==> src/rtl/duty_gen_pkg.sv <==
// Purpose: shared constants and types of the duty ratio square wave generator
// Assumes: 125 MHz system clock, APB register access
// Notes: register offsets are byte addresses, one 32-bit word each
package duty_gen_pkg;
   localparam int NUM_CH = 2;
   localparam int ADDR_W = 8;
   localparam int DIV_W = 27;
   // clock and time bases in nanoseconds
   localparam int CLK_PERIOD_NS = 8;
   localparam int TB_0P1MS_NS = 100000;
   localparam int TB_1MS_NS = 1000000;
   localparam int TB_10MS_NS = 10000000;
   localparam int TB_1S_NS = 1000000000;
   localparam int TB_0P1MS_CYC = TB_0P1MS_NS / CLK_PERIOD_NS;
   localparam int TB_1MS_CYC = TB_1MS_NS / CLK_PERIOD_NS;
   localparam int TB_10MS_CYC = TB_10MS_NS / CLK_PERIOD_NS;
   localparam int TB_1S_CYC = TB_1S_NS / CLK_PERIOD_NS;

   typedef enum logic [1:0] {
      TB_0P1MS = 2'h0,
      TB_1MS = 2'h1,
      TB_10MS = 2'h2,
      TB_1S = 2'h3
   } time_base_t;

   // largest legal preset per time base
   localparam logic [15:0] PMAX_0P1MS = 16'h2710;
   localparam logic [15:0] PMAX_1MS = 16'h03E8;
   localparam logic [15:0] PMAX_10MS = 16'h0064;
   localparam logic [15:0] PMAX_1S = 16'h0001;
   localparam logic [15:0] RATIO_FULL = 16'h0064;
   localparam logic [7:0] PCT_SCALE = 8'h64;

   // register offsets: per channel block plus global registers
   localparam logic [ADDR_W-1:0] CH_STRIDE = 8'h10;
   localparam logic [1:0] SEL_PERIOD = 2'h0;
   localparam logic [1:0] SEL_RATIO = 2'h1;
   localparam logic [1:0] SEL_COUNT = 2'h2;
   localparam logic [1:0] SEL_CTRL = 2'h3;
   localparam logic [ADDR_W-1:0] ADDR_GLOBAL = 8'h20;
   localparam logic [ADDR_W-1:0] ADDR_LIVE = 8'h24;
   localparam logic [ADDR_W-1:0] ADDR_IRQ_STAT = 8'h28;
   localparam logic [ADDR_W-1:0] ADDR_IRQ_MASK = 8'h2C;

   // channel control fields
   localparam int CTL_EN = 0;
   localparam int CTL_CRST = 1;
   localparam int CTL_DWORD = 2;
   localparam int CTL_TB_LO = 4;
   localparam int CTL_FALLBACK = 8;
   // global control fields
   localparam int GLB_STOP = 0;
   localparam int GLB_HOLD = 1;
   localparam int IRQ_W = 2 * NUM_CH;

   // cold restart values
   localparam logic [15:0] RST_PERIOD = 16'h0000;
   localparam logic [15:0] RST_RATIO = 16'h0000;
   localparam logic [31:0] RST_COUNT = 32'h0000_0000;
   localparam time_base_t RST_TB = TB_1MS;

   typedef enum logic [2:0] {
      ST_IDLE = 3'b001,
      ST_RUN = 3'b010,
      ST_DONE = 3'b100
   } gen_state_t;

   typedef struct packed {
      logic [15:0] period;
      logic [15:0] ratio;
      logic [31:0] count;
      logic enable;
      logic dword;
      time_base_t tb;
      logic fallback;
   } chan_cfg_t;
endpackage : duty_gen_pkg

==> src/rtl/duty_ratio_square_wave_gen.sv <==
// Purpose: two channel duty ratio square wave generator behind an APB slave
// Assumes: APB inputs synchronous to I_CLK, zero wait state slave
// Notes: wave and done outputs are registered, so they follow the engine by one cycle
// Function
// [RQ1] enable high drives wave, low forces 0
// [RQ2] instance zero on channel zero, one on one
// [RQ3] channel owned by one generator kind only
// [RQ4] period is preset times time base
// [RQ5] time base fixed while generator enabled
// [RQ6] preset range depends on time base
// [RQ7] new period applied at period end
// [RQ8] zero or illegal preset stops generation
// [RQ9] high width is period times ratio/100
// [RQ10] ratio zero stops, output held 0
// [RQ11] ratio 100 holds output at 1
// [RQ12] new ratio applied at period end
// [RQ13] ratio above 100 clamps, negative becomes 0
// [RQ14] ratio word 16 bits, resets to 0
// [RQ15] pulse count zero means unlimited pulses
// [RQ16] done on count reached, cleared by enable/reset
// [RQ17] cold restart stops, output 0, defaults back
// [RQ18] controller stop: hold output or fallback value
// [RQ19] time base tick advances period counter
//
// Chosen here: the register addresses and the APB register port.
`timescale 1ns/100ps
module duty_ratio_square_wave_gen #(
   parameter int TB0_CYCLES = duty_gen_pkg::TB_0P1MS_CYC,
   parameter int TB1_CYCLES = duty_gen_pkg::TB_1MS_CYC,
   parameter int TB2_CYCLES = duty_gen_pkg::TB_10MS_CYC,
   parameter int TB3_CYCLES = duty_gen_pkg::TB_1S_CYC
) (
   input wire logic I_CLK,
   input wire logic I_RESET_N,
   input wire logic I_PSEL,
   input wire logic I_PENABLE,
   input wire logic I_PWRITE,
   input wire logic [duty_gen_pkg::ADDR_W-1:0] I_PADDR,
   input wire logic [31:0] I_PWDATA,
   output logic [31:0] O_PRDATA,
   output logic O_PREADY,
   output logic O_PSLVERR,
   output logic O_IRQ,
   output logic O_OUTPUT_CHANNEL_ZERO,
   output logic O_OUTPUT_CHANNEL_ONE,
   output logic [duty_gen_pkg::NUM_CH-1:0] O_GENERATION_DONE_FLAG
);
   import duty_gen_pkg::*;

   function automatic logic [15:0] preset_max(input time_base_t tb);
      logic [15:0] m;
      m = PMAX_1S;
      unique case (tb)
         TB_0P1MS: m = PMAX_0P1MS;
         TB_1MS: m = PMAX_1MS;
         TB_10MS: m = PMAX_10MS;
         TB_1S: m = PMAX_1S;
      endcase
      return m;
   endfunction : preset_max

   function automatic logic [DIV_W-1:0] tick_limit(input time_base_t tb);
      logic [DIV_W-1:0] l;
      l = DIV_W'(TB3_CYCLES - 1);
      unique case (tb)
         TB_0P1MS: l = DIV_W'(TB0_CYCLES - 1);
         TB_1MS: l = DIV_W'(TB1_CYCLES - 1);
         TB_10MS: l = DIV_W'(TB2_CYCLES - 1);
         TB_1S: l = DIV_W'(TB3_CYCLES - 1);
      endcase
      return l;
   endfunction : tick_limit

   function automatic logic [15:0] ratio_fix(input logic [15:0] d);
      logic [15:0] r;
      r = d;
      if (d[15]) begin
         r = 16'h0000; // [RQ13]
      end else if (d > RATIO_FULL) begin
         r = RATIO_FULL; // [RQ13]
      end
      return r;
   endfunction : ratio_fix

   function automatic logic [31:0] count_fix(input logic dword,
                                             input logic [31:0] d);
      logic [31:0] c;
      c = d;
      if (dword && d[31]) begin
         c = 32'h0000_0000;
      end else if (!dword) begin
         c = d[15] ? 32'h0000_0000 : {17'h0_0000, d[14:0]};
      end
      return c;
   endfunction : count_fix

   // bus decode
   wire logic acc = I_PSEL & I_PENABLE;
   wire logic wr = acc & I_PWRITE;
   wire logic rd = acc & ~I_PWRITE;
   wire logic in_chan = I_PADDR < (CH_STRIDE * ADDR_W'(NUM_CH));
   wire logic [1:0] sel = I_PADDR[3:2];
   wire logic word_ok = I_PADDR[1:0] == 2'h0;
   wire logic hit_glb = I_PADDR == ADDR_GLOBAL;
   wire logic hit_live = I_PADDR == ADDR_LIVE;
   wire logic hit_stat = I_PADDR == ADDR_IRQ_STAT;
   wire logic hit_mask = I_PADDR == ADDR_IRQ_MASK;
   wire logic mapped = word_ok & (in_chan | hit_glb | hit_live |
                                  hit_stat | hit_mask);

   logic [1:0] glb;
   logic [IRQ_W-1:0] irq_stat;
   logic [IRQ_W-1:0] irq_mask;
   logic [IRQ_W-1:0] irq_set;
   logic [NUM_CH-1:0] chan_out;
   logic [NUM_CH-1:0] done;
   logic [NUM_CH-1:0] running;
   logic [31:0] chan_rd [NUM_CH];
   chan_cfg_t cfg [NUM_CH];

   wire logic halt = glb[GLB_STOP];
   wire logic hold = glb[GLB_HOLD];

   generate
      for (genvar i = 0; i < NUM_CH; i++) begin : g_ch
         wire logic ch_hit = word_ok & in_chan &
                             (I_PADDR[4] == 1'(i));
         wire logic wr_per = wr & ch_hit & (sel == SEL_PERIOD);
         wire logic wr_rat = wr & ch_hit & (sel == SEL_RATIO);
         wire logic wr_cnt = wr & ch_hit & (sel == SEL_COUNT);
         wire logic wr_ctl = wr & ch_hit & (sel == SEL_CTRL);
         wire logic per_bad = I_PWDATA[15:0] > preset_max(cfg[i].tb);
         wire logic count_rst = wr_ctl & I_PWDATA[CTL_CRST];

         always_ff @(posedge I_CLK or negedge I_RESET_N) begin
            if (!I_RESET_N) begin
               // defaults come back on cold restart
               cfg[i].period <= RST_PERIOD; // [RQ17]
               cfg[i].ratio <= RST_RATIO; // [RQ14]
               cfg[i].count <= RST_COUNT;
               cfg[i].enable <= 1'b0;
               cfg[i].dword <= 1'b0;
               cfg[i].tb <= RST_TB;
               cfg[i].fallback <= 1'b0;
            end else begin
               if (wr_per) begin
                  // illegal preset forced to zero
                  cfg[i].period <= per_bad ? 16'h0000 :
                                   I_PWDATA[15:0]; // [RQ6] [RQ8]
               end
               if (wr_rat) begin
                  cfg[i].ratio <= ratio_fix(I_PWDATA[15:0]); // [RQ13]
               end
               if (wr_cnt) begin
                  cfg[i].count <= count_fix(cfg[i].dword, I_PWDATA);
               end
               if (wr_ctl) begin
                  cfg[i].enable <= I_PWDATA[CTL_EN];
                  cfg[i].dword <= I_PWDATA[CTL_DWORD];
                  cfg[i].fallback <= I_PWDATA[CTL_FALLBACK];
                  if (!cfg[i].enable) begin
                     cfg[i].tb <= time_base_t'(
                        I_PWDATA[CTL_TB_LO+1:CTL_TB_LO]); // [RQ5]
                  end
               end
            end
         end

         // engine
         gen_state_t state;
         logic [DIV_W-1:0] tdiv;
         logic [15:0] pc;
         logic [15:0] act_p;
         logic [15:0] act_r;
         logic [30:0] pulses;
         logic [30:0] goal;
         logic en_q;
         logic out;

         wire logic en = cfg[i].enable & ~halt;
         wire logic en_rise = en & ~en_q;
         wire logic live_ok = (cfg[i].period != 16'h0000) &
                              (cfg[i].ratio != 16'h0000); // [RQ8] [RQ10]
         wire logic [30:0] goal_live = cfg[i].dword ? cfg[i].count[30:0] :
                                       {16'h0000, cfg[i].count[14:0]};
         wire logic tick = tdiv == tick_limit(cfg[i].tb); // [RQ19]
         wire logic pc_last = pc == (act_p - 16'h0001); // [RQ4]
         wire logic goal_hit = (goal != 31'h0000_0000) &
                               (pulses + 31'h0000_0001 == goal); // [RQ15]
         wire logic in_run = state == ST_RUN;
         wire logic fin = in_run & en & tick & pc_last & goal_hit;
         wire logic [23:0] pc_scaled = 24'(pc) * 24'(PCT_SCALE);
         wire logic [23:0] high_lim = 24'(act_p) * 24'(act_r); // [RQ9]
         wire logic run_high = in_run & ((act_r >= RATIO_FULL) |
                               (pc_scaled < high_lim)); // [RQ9] [RQ11]
         wire logic next_out = halt ? (hold ? out : cfg[i].fallback) :
                               (en & run_high); // [RQ1] [RQ18]

         always_ff @(posedge I_CLK or negedge I_RESET_N) begin
            if (!I_RESET_N) begin
               state <= ST_IDLE; // [RQ17]
               tdiv <= '0;
               pc <= 16'h0000;
               act_p <= 16'h0000;
               act_r <= 16'h0000;
               pulses <= 31'h0000_0000;
               goal <= 31'h0000_0000;
               en_q <= 1'b0;
               out <= 1'b0; // [RQ17]
            end else begin
               en_q <= en;
               out <= next_out;
               unique case (state)
                  ST_IDLE: begin
                     tdiv <= '0;
                     pc <= 16'h0000;
                     pulses <= 31'h0000_0000;
                     if (en && live_ok) begin
                        state <= ST_RUN;
                        act_p <= cfg[i].period;
                        act_r <= cfg[i].ratio;
                        goal <= goal_live;
                     end
                  end
                  ST_RUN: begin
                     if (!en) begin
                        state <= ST_IDLE; // [RQ1] [RQ18]
                     end else if (tick) begin
                        tdiv <= '0;
                        if (!pc_last) begin
                           pc <= pc + 16'h0001; // [RQ19]
                        end else if (goal_hit) begin
                           state <= ST_DONE; // [RQ16]
                        end else begin
                           pc <= 16'h0000;
                           pulses <= pulses + 31'h0000_0001;
                           // shadow values only swap at a period boundary
                           act_p <= cfg[i].period; // [RQ7]
                           act_r <= cfg[i].ratio; // [RQ12]
                           if (!live_ok) begin
                              state <= ST_IDLE; // [RQ8] [RQ10]
                           end
                        end
                     end else begin
                        tdiv <= tdiv + DIV_W'(1);
                     end
                     if (count_rst) begin
                        pulses <= 31'h0000_0000;
                        goal <= goal_live;
                     end
                  end
                  ST_DONE: begin
                     if (en_rise || count_rst) begin
                        state <= ST_IDLE; // [RQ16]
                     end
                  end
               endcase
            end
         end

         assign chan_out[i] = out;
         assign done[i] = state == ST_DONE;
         assign running[i] = in_run;
         assign irq_set[i] = fin;
         assign irq_set[NUM_CH+i] = wr_per & per_bad;
         assign chan_rd[i] =
            (sel == SEL_PERIOD) ? {16'h0000, cfg[i].period} :
            (sel == SEL_RATIO) ? {16'h0000, cfg[i].ratio} :
            (sel == SEL_COUNT) ? cfg[i].count :
            {23'h00_0000, cfg[i].fallback, 2'h0, cfg[i].tb, 1'b0,
             cfg[i].dword, 1'b0, cfg[i].enable};
      end
   endgenerate

   // global control and interrupt registers
   wire logic stat_clr = rd & hit_stat;
   always_ff @(posedge I_CLK or negedge I_RESET_N) begin
      if (!I_RESET_N) begin
         glb <= 2'h0;
         irq_mask <= '0;
         irq_stat <= '0;
      end else begin
         if (wr && hit_glb) begin
            glb <= I_PWDATA[1:0];
         end
         if (wr && hit_mask) begin
            irq_mask <= I_PWDATA[IRQ_W-1:0];
         end
         // only the bits that the read reported are cleared, so an event
         // landing between setup and access, or in the access cycle, stays
         irq_stat <= (stat_clr ? irq_stat & ~O_PRDATA[IRQ_W-1:0] :
                      irq_stat) | irq_set;
      end
   end

   wire logic [31:0] live_word = {26'h000_0000, running, done, chan_out};
   wire logic [31:0] rd_word =
      in_chan ? chan_rd[I_PADDR[4]] :
      hit_glb ? {30'h0000_0000, glb} :
      hit_live ? live_word :
      hit_stat ? {28'h000_0000, irq_stat} :
      hit_mask ? {28'h000_0000, irq_mask} : 32'h0000_0000;

   always_ff @(posedge I_CLK or negedge I_RESET_N) begin
      if (!I_RESET_N) begin
         O_PRDATA <= 32'h0000_0000;
      end else if (I_PSEL && !I_PENABLE && !I_PWRITE) begin
         O_PRDATA <= mapped ? rd_word : 32'h0000_0000;
      end
   end

   always_ff @(posedge I_CLK or negedge I_RESET_N) begin
      if (!I_RESET_N) begin
         O_GENERATION_DONE_FLAG <= '0;
      end else begin
         O_GENERATION_DONE_FLAG <= done; // [RQ16]
      end
   end

   assign O_PREADY = 1'b1;
   assign O_PSLVERR = acc & ~mapped;
   assign O_IRQ = |(irq_stat & irq_mask);
   // each instance owns its own dedicated channel
   assign O_OUTPUT_CHANNEL_ZERO = chan_out[0]; // [RQ2]
   assign O_OUTPUT_CHANNEL_ONE = chan_out[1]; // [RQ2]
endmodule : duty_ratio_square_wave_gen

==> config.mk <==
export PLATFORM = sky130hd
export DESIGN_NAME = duty_ratio_square_wave_gen
export DESIGN_NICKNAME = d
export VERILOG_FILES = /design/src/rtl/duty_gen_pkg.sv /design/src/rtl/duty_ratio_square_wave_gen.sv
export SDC_FILE = /design/constraint.sdc
export NUM_CORES = 2
export LEC_CHECK = 0
export ABC_AREA = 1
export BUFFER_PORTS_ARGS = -buffer_cell sky130_fd_sc_hd__buf_2
export CAP_MARGIN = 10
export CORE_MARGIN = 2
export CORE_UTILIZATION = 59
export CTS_CLUSTER_DIAMETER = 60
export DETAILED_ROUTE_END_ITERATION = 6
export PLACE_DENSITY = 0.82
export SLEW_MARGIN = 20
export SYNTH_ARGS = -nofsm -noshare
export SYNTH_HDL_FRONTEND = slang
export SYNTH_SLANG_ARGS = --single-unit
==> constraint.sdc <==
create_clock -name I_CLK -period 6.1 [get_ports I_CLK]
set_input_delay 1.22 -clock I_CLK [delete_from_list [all_inputs] [get_ports I_CLK]]
set_output_delay 1.22 -clock I_CLK [all_outputs]
set_load 0.02 [all_outputs]
==> flow_metrics.py <==
metrics = {
    "worst_setup_path": {
        "critPathCaptureType": "flip-flop",
        "crit_fanout": 5,
        "cpPeakStageDelay_ps": 550,
        "critical_path.slowest_cell": "fa_1",
        "cp.required_ps": 6580,
        "reg2reg_slack_ps": -300,
        "worst_ep_arrival_time_ps": 6870,
        "worstSetupPathType": "reg2reg",
        "crit_path_start_kind": "flip-flop",
    },
    "grt": {
        "grt_first_pass_wirelength_um": 209000,
        "grt.overflow.total": 0,
        "gr-usage-all-layers": 0.333,
        "grt_util_met1": 0.444,
        "grt_pass1_vias": 40160,
        "antenna_found_initial": 4,
        "met2_usage": 0.540,
        "grt_max_degree": 138,
        "met3_usage": 0.0554,
        "grt_most_used_layer": "met2",
    },
    "synthesis": {
        "synth_commonest_cells": "1,653 x nand2_1, 1,136 x inv_1, 456 x dfrtp_1",
        "synth_edf_count": 0,
        "yosysUniqueCellTypes": 67,
        "syn_nets": 6800,
        "synth_area_leaders": "dfrtp_1 25%, fa_1 15%, nand2_1 14%",
        "yosys.area.top_type": "dfrtp_1",
        "synthCells": 6076,
        "ys.flop_type": "dfrtp_1",
        "synth_seq_cells": 460,
        "synth.cell_area_sq_um": 45200,
        "synth_top_area_frac": 0.253,
        "seq_area_frac_synth": 0.255,
        "yosysMostFrequentCell": "nand2_1",
        "syn_area_per_cell_sq_um": 7.43,
        "async_reset_ff_frac": 1.00,
        "yosysWarnings": 0,
    },
    "timing": {
        "timing.setup.tns_ps": -557,
        "rsz0062_at_grt": "yes",
        "worstMarginPinSlew_ps": 1140,
        "clock_skew_ps": 30.5,
        "timing.final.crit_share": 1.05,
        "hold_ws_ps": 476,
        "worst_slack_ps": -296,
        "slew_viol_final": 0,
        "relSlewSlack": 0.237,
        "hold_viol": 0,
        "finalSetupViolations": 2,
        "max_freq_ghz": 0.156,
        "finalCriticalPeriod_ps": 6400,
    },
    "floorplanning": {
        "core_area_sq_um": 75800,
        "io_pins": 84,
        "die_w_um": 281,
        "dieArea_sq_um": 78800,
        "row_count": 101,
        "start_util": 0.596,
        "dieHeight_um": 281,
    },
    "route": {
        "wl_per_cell_um": 17.8,
        "drt_iter0_drc": 3939,
        "antenna_left": 0,
        "vias_per_cell": 5.64,
        "wl_um": 129000,
        "drt-pass1-iter-count": 7,
        "drc": 0,
        "vias": 40894,
    },
    "cts": {
        "clk_pin_slew_worst_paths_ps": 60,
        "cts_max_level": 2,
        "clock-root-buffer": "clkbuf_16",
        "cts_tree": "yes",
        "numCtsBuffers": 52,
        "numClockSinks": 460,
        "insertion_delay_ps": 620,
        "clockBufferDepth": 3,
    },
    "finish": {
        "fin_nets": 6950,
        "antenna_cells": 0,
        "instances_no_fill": 7245,
        "layout-drive-gt1-share": 0.101,
        "syn_to_final_growth_pct": 10.7,
        "fin_util": 0.659,
    },
    "power": {
        "powerDensity_nw_per_um2": 185,
        "total_power_mw": 9.25,
        "peakVddDrop_mv": 0.247,
        "leakage_nw": 26.6,
    },
    "placed_design": {
        "dp_hpwl_um": 101000,
        "place_inst": 7136,
        "io_buffers": 82,
        "gp_congestion": 1.00,
    },
    "hold_path": {
        "hp-class": "reg2reg",
    },
    "run": {
        "drv_cap": 0,
    },
    "status": {
        "failed_checks": "setup timing",
        "status": "finished, violations left",
    },
}
==> registers in the layout (all words and copies together), names as in the netlist <==
| name | cells |
|---|---|
| irq_stat | 4 |
| irq_mask | 4 |
| g_ch.pulses | 62 |
| O_OUTPUT_CHANNEL_ZERO | 1 |
| g_ch.pc | 32 |
| g_ch.goal | 62 |
| g_ch.act_r | 30 |
| cfg | 134 |
| glb | 2 |
| g_ch.state | 6 |
| g_ch.tdiv | 54 |
| O_OUTPUT_CHANNEL_ONE | 1 |
| O_PRDATA | 32 |
| O_GENERATION_DONE_FLAG | 2 |
| g_ch.en_q | 2 |
| g_ch.act_p | 32 |
==> per-stage QoR <==
step / instance area [sq um] / setup slack [ps]
5_1_grt: 50000 / -693
6_report: 50000 / -296
3_3_place_gp: 47800 / -258
2_1_floorplan: 45600 / -72.4
4_1_cts: 49800 / -278
3_5_place_dp: 47800 / -448
==> worst paths after layout <==
path,start,endpoint,cells after the start
max,g_ch[1].act_r[4],O_OUTPUT_CHANNEL_ONE,32
min,cfg[120],cfg[120],2
max reg2reg,g_ch[1].act_r[4],O_OUTPUT_CHANNEL_ONE,32
min reg2reg,cfg[120],cfg[120],2
max in group asynchronous,I_RESET_N,O_PRDATA[4],2
min in group asynchronous,I_RESET_N,g_ch[0].pulses[24],1
==> metal layers <==
metal | vias up | wire [um]
met5 | - | 42
met4 | 6 | 6260
met3 | 423 | 10700
met2 | 1747 | 59600
met1 | 19535 | 52400
li1 | 19183 | -
==> final cells by class <==
| cell class | instances | area (sq um) |
|---|---|---|
| Clock buffer | 71 | 1490 |
| Clock inverter | 24 | 354 |
| Fill cell | 6266 | 25800 |
| Inverter | 1153 | 4330 |
| Multi-Input combinational cell | 4223 | 28600 |
| Sequential cell | 460 | 11500 |
| Tap cell | 978 | 1220 |
| Timing Repair Buffer | 336 | 2460 |
==> what timing repair did <==
item | 4_1_cts | 5_1_grt
buffers inserted | 11 | 3
hold buffers | 0 | 0
endpoints found under the hold margin | 0 | 0
pin swaps | 15 | 11
gates resized for setup | 36 | 40
setup endpoints to repair | 2 | 2
==> critical path, delay by kind of cell (launching register included) <==
| kind | cells | cell delay (ps) |
|---|---|---|
| DFF | 1 | 460 |
| AOI/OAI and AO/OA | 5 | 630 |
| buffers and inverters | 8 | 590 |
| and+or+nand+nor | 10 | 760 |
| xor gates and xnor gates | 1 | 140 |
| adders and majority gates | 8 | 3660 |
==> power breakdown <==
part / switching (mW) / internal (mW)
Combinational: 1.87 / 0.631
Clock: 1.38 / 2.06
Sequential: 0.148 / 3.16
==> kinds of logic after synthesis <==
logic type / after synthesis / share of synthesized area
and+or+nand+nor: 2625 / 0.247
buffers and inverters: 1393 / 0.120
adders and majority gates: 679 / 0.245
AOI/OAI and AO/OA: 674 / 0.0838
DFF: 460 / 0.255
xor gates and xnor gates: 229 / 0.0459
muxes: 15 / 0.00332
other: 1 / 0.0000830
==> placed cells by master (no fill, tap or decap), drive strengths merged, types with 5 or more instances in the layout <==
cell type and instances:
nand4 88, xnor2 90, dfrtp 456, nor2 397, xor2 134, or2 20
nand3b 10, inv 1152, o21a 7, nor3b 6, a31oi 11, a21oi 171
buf 336, a32o 9, fa 342, xnor3 5, o21bai 15, clkbuf 71
mux2i 15, o211ai 18, nand2 1674, o31ai 33, a21o 6, bufinv 8
nor4 43, nand3 322, ha 337, o21ai 354, nor3 62, a211oi 14
o22ai 10, clkinv 16
(Power assumes the default switching activity.)
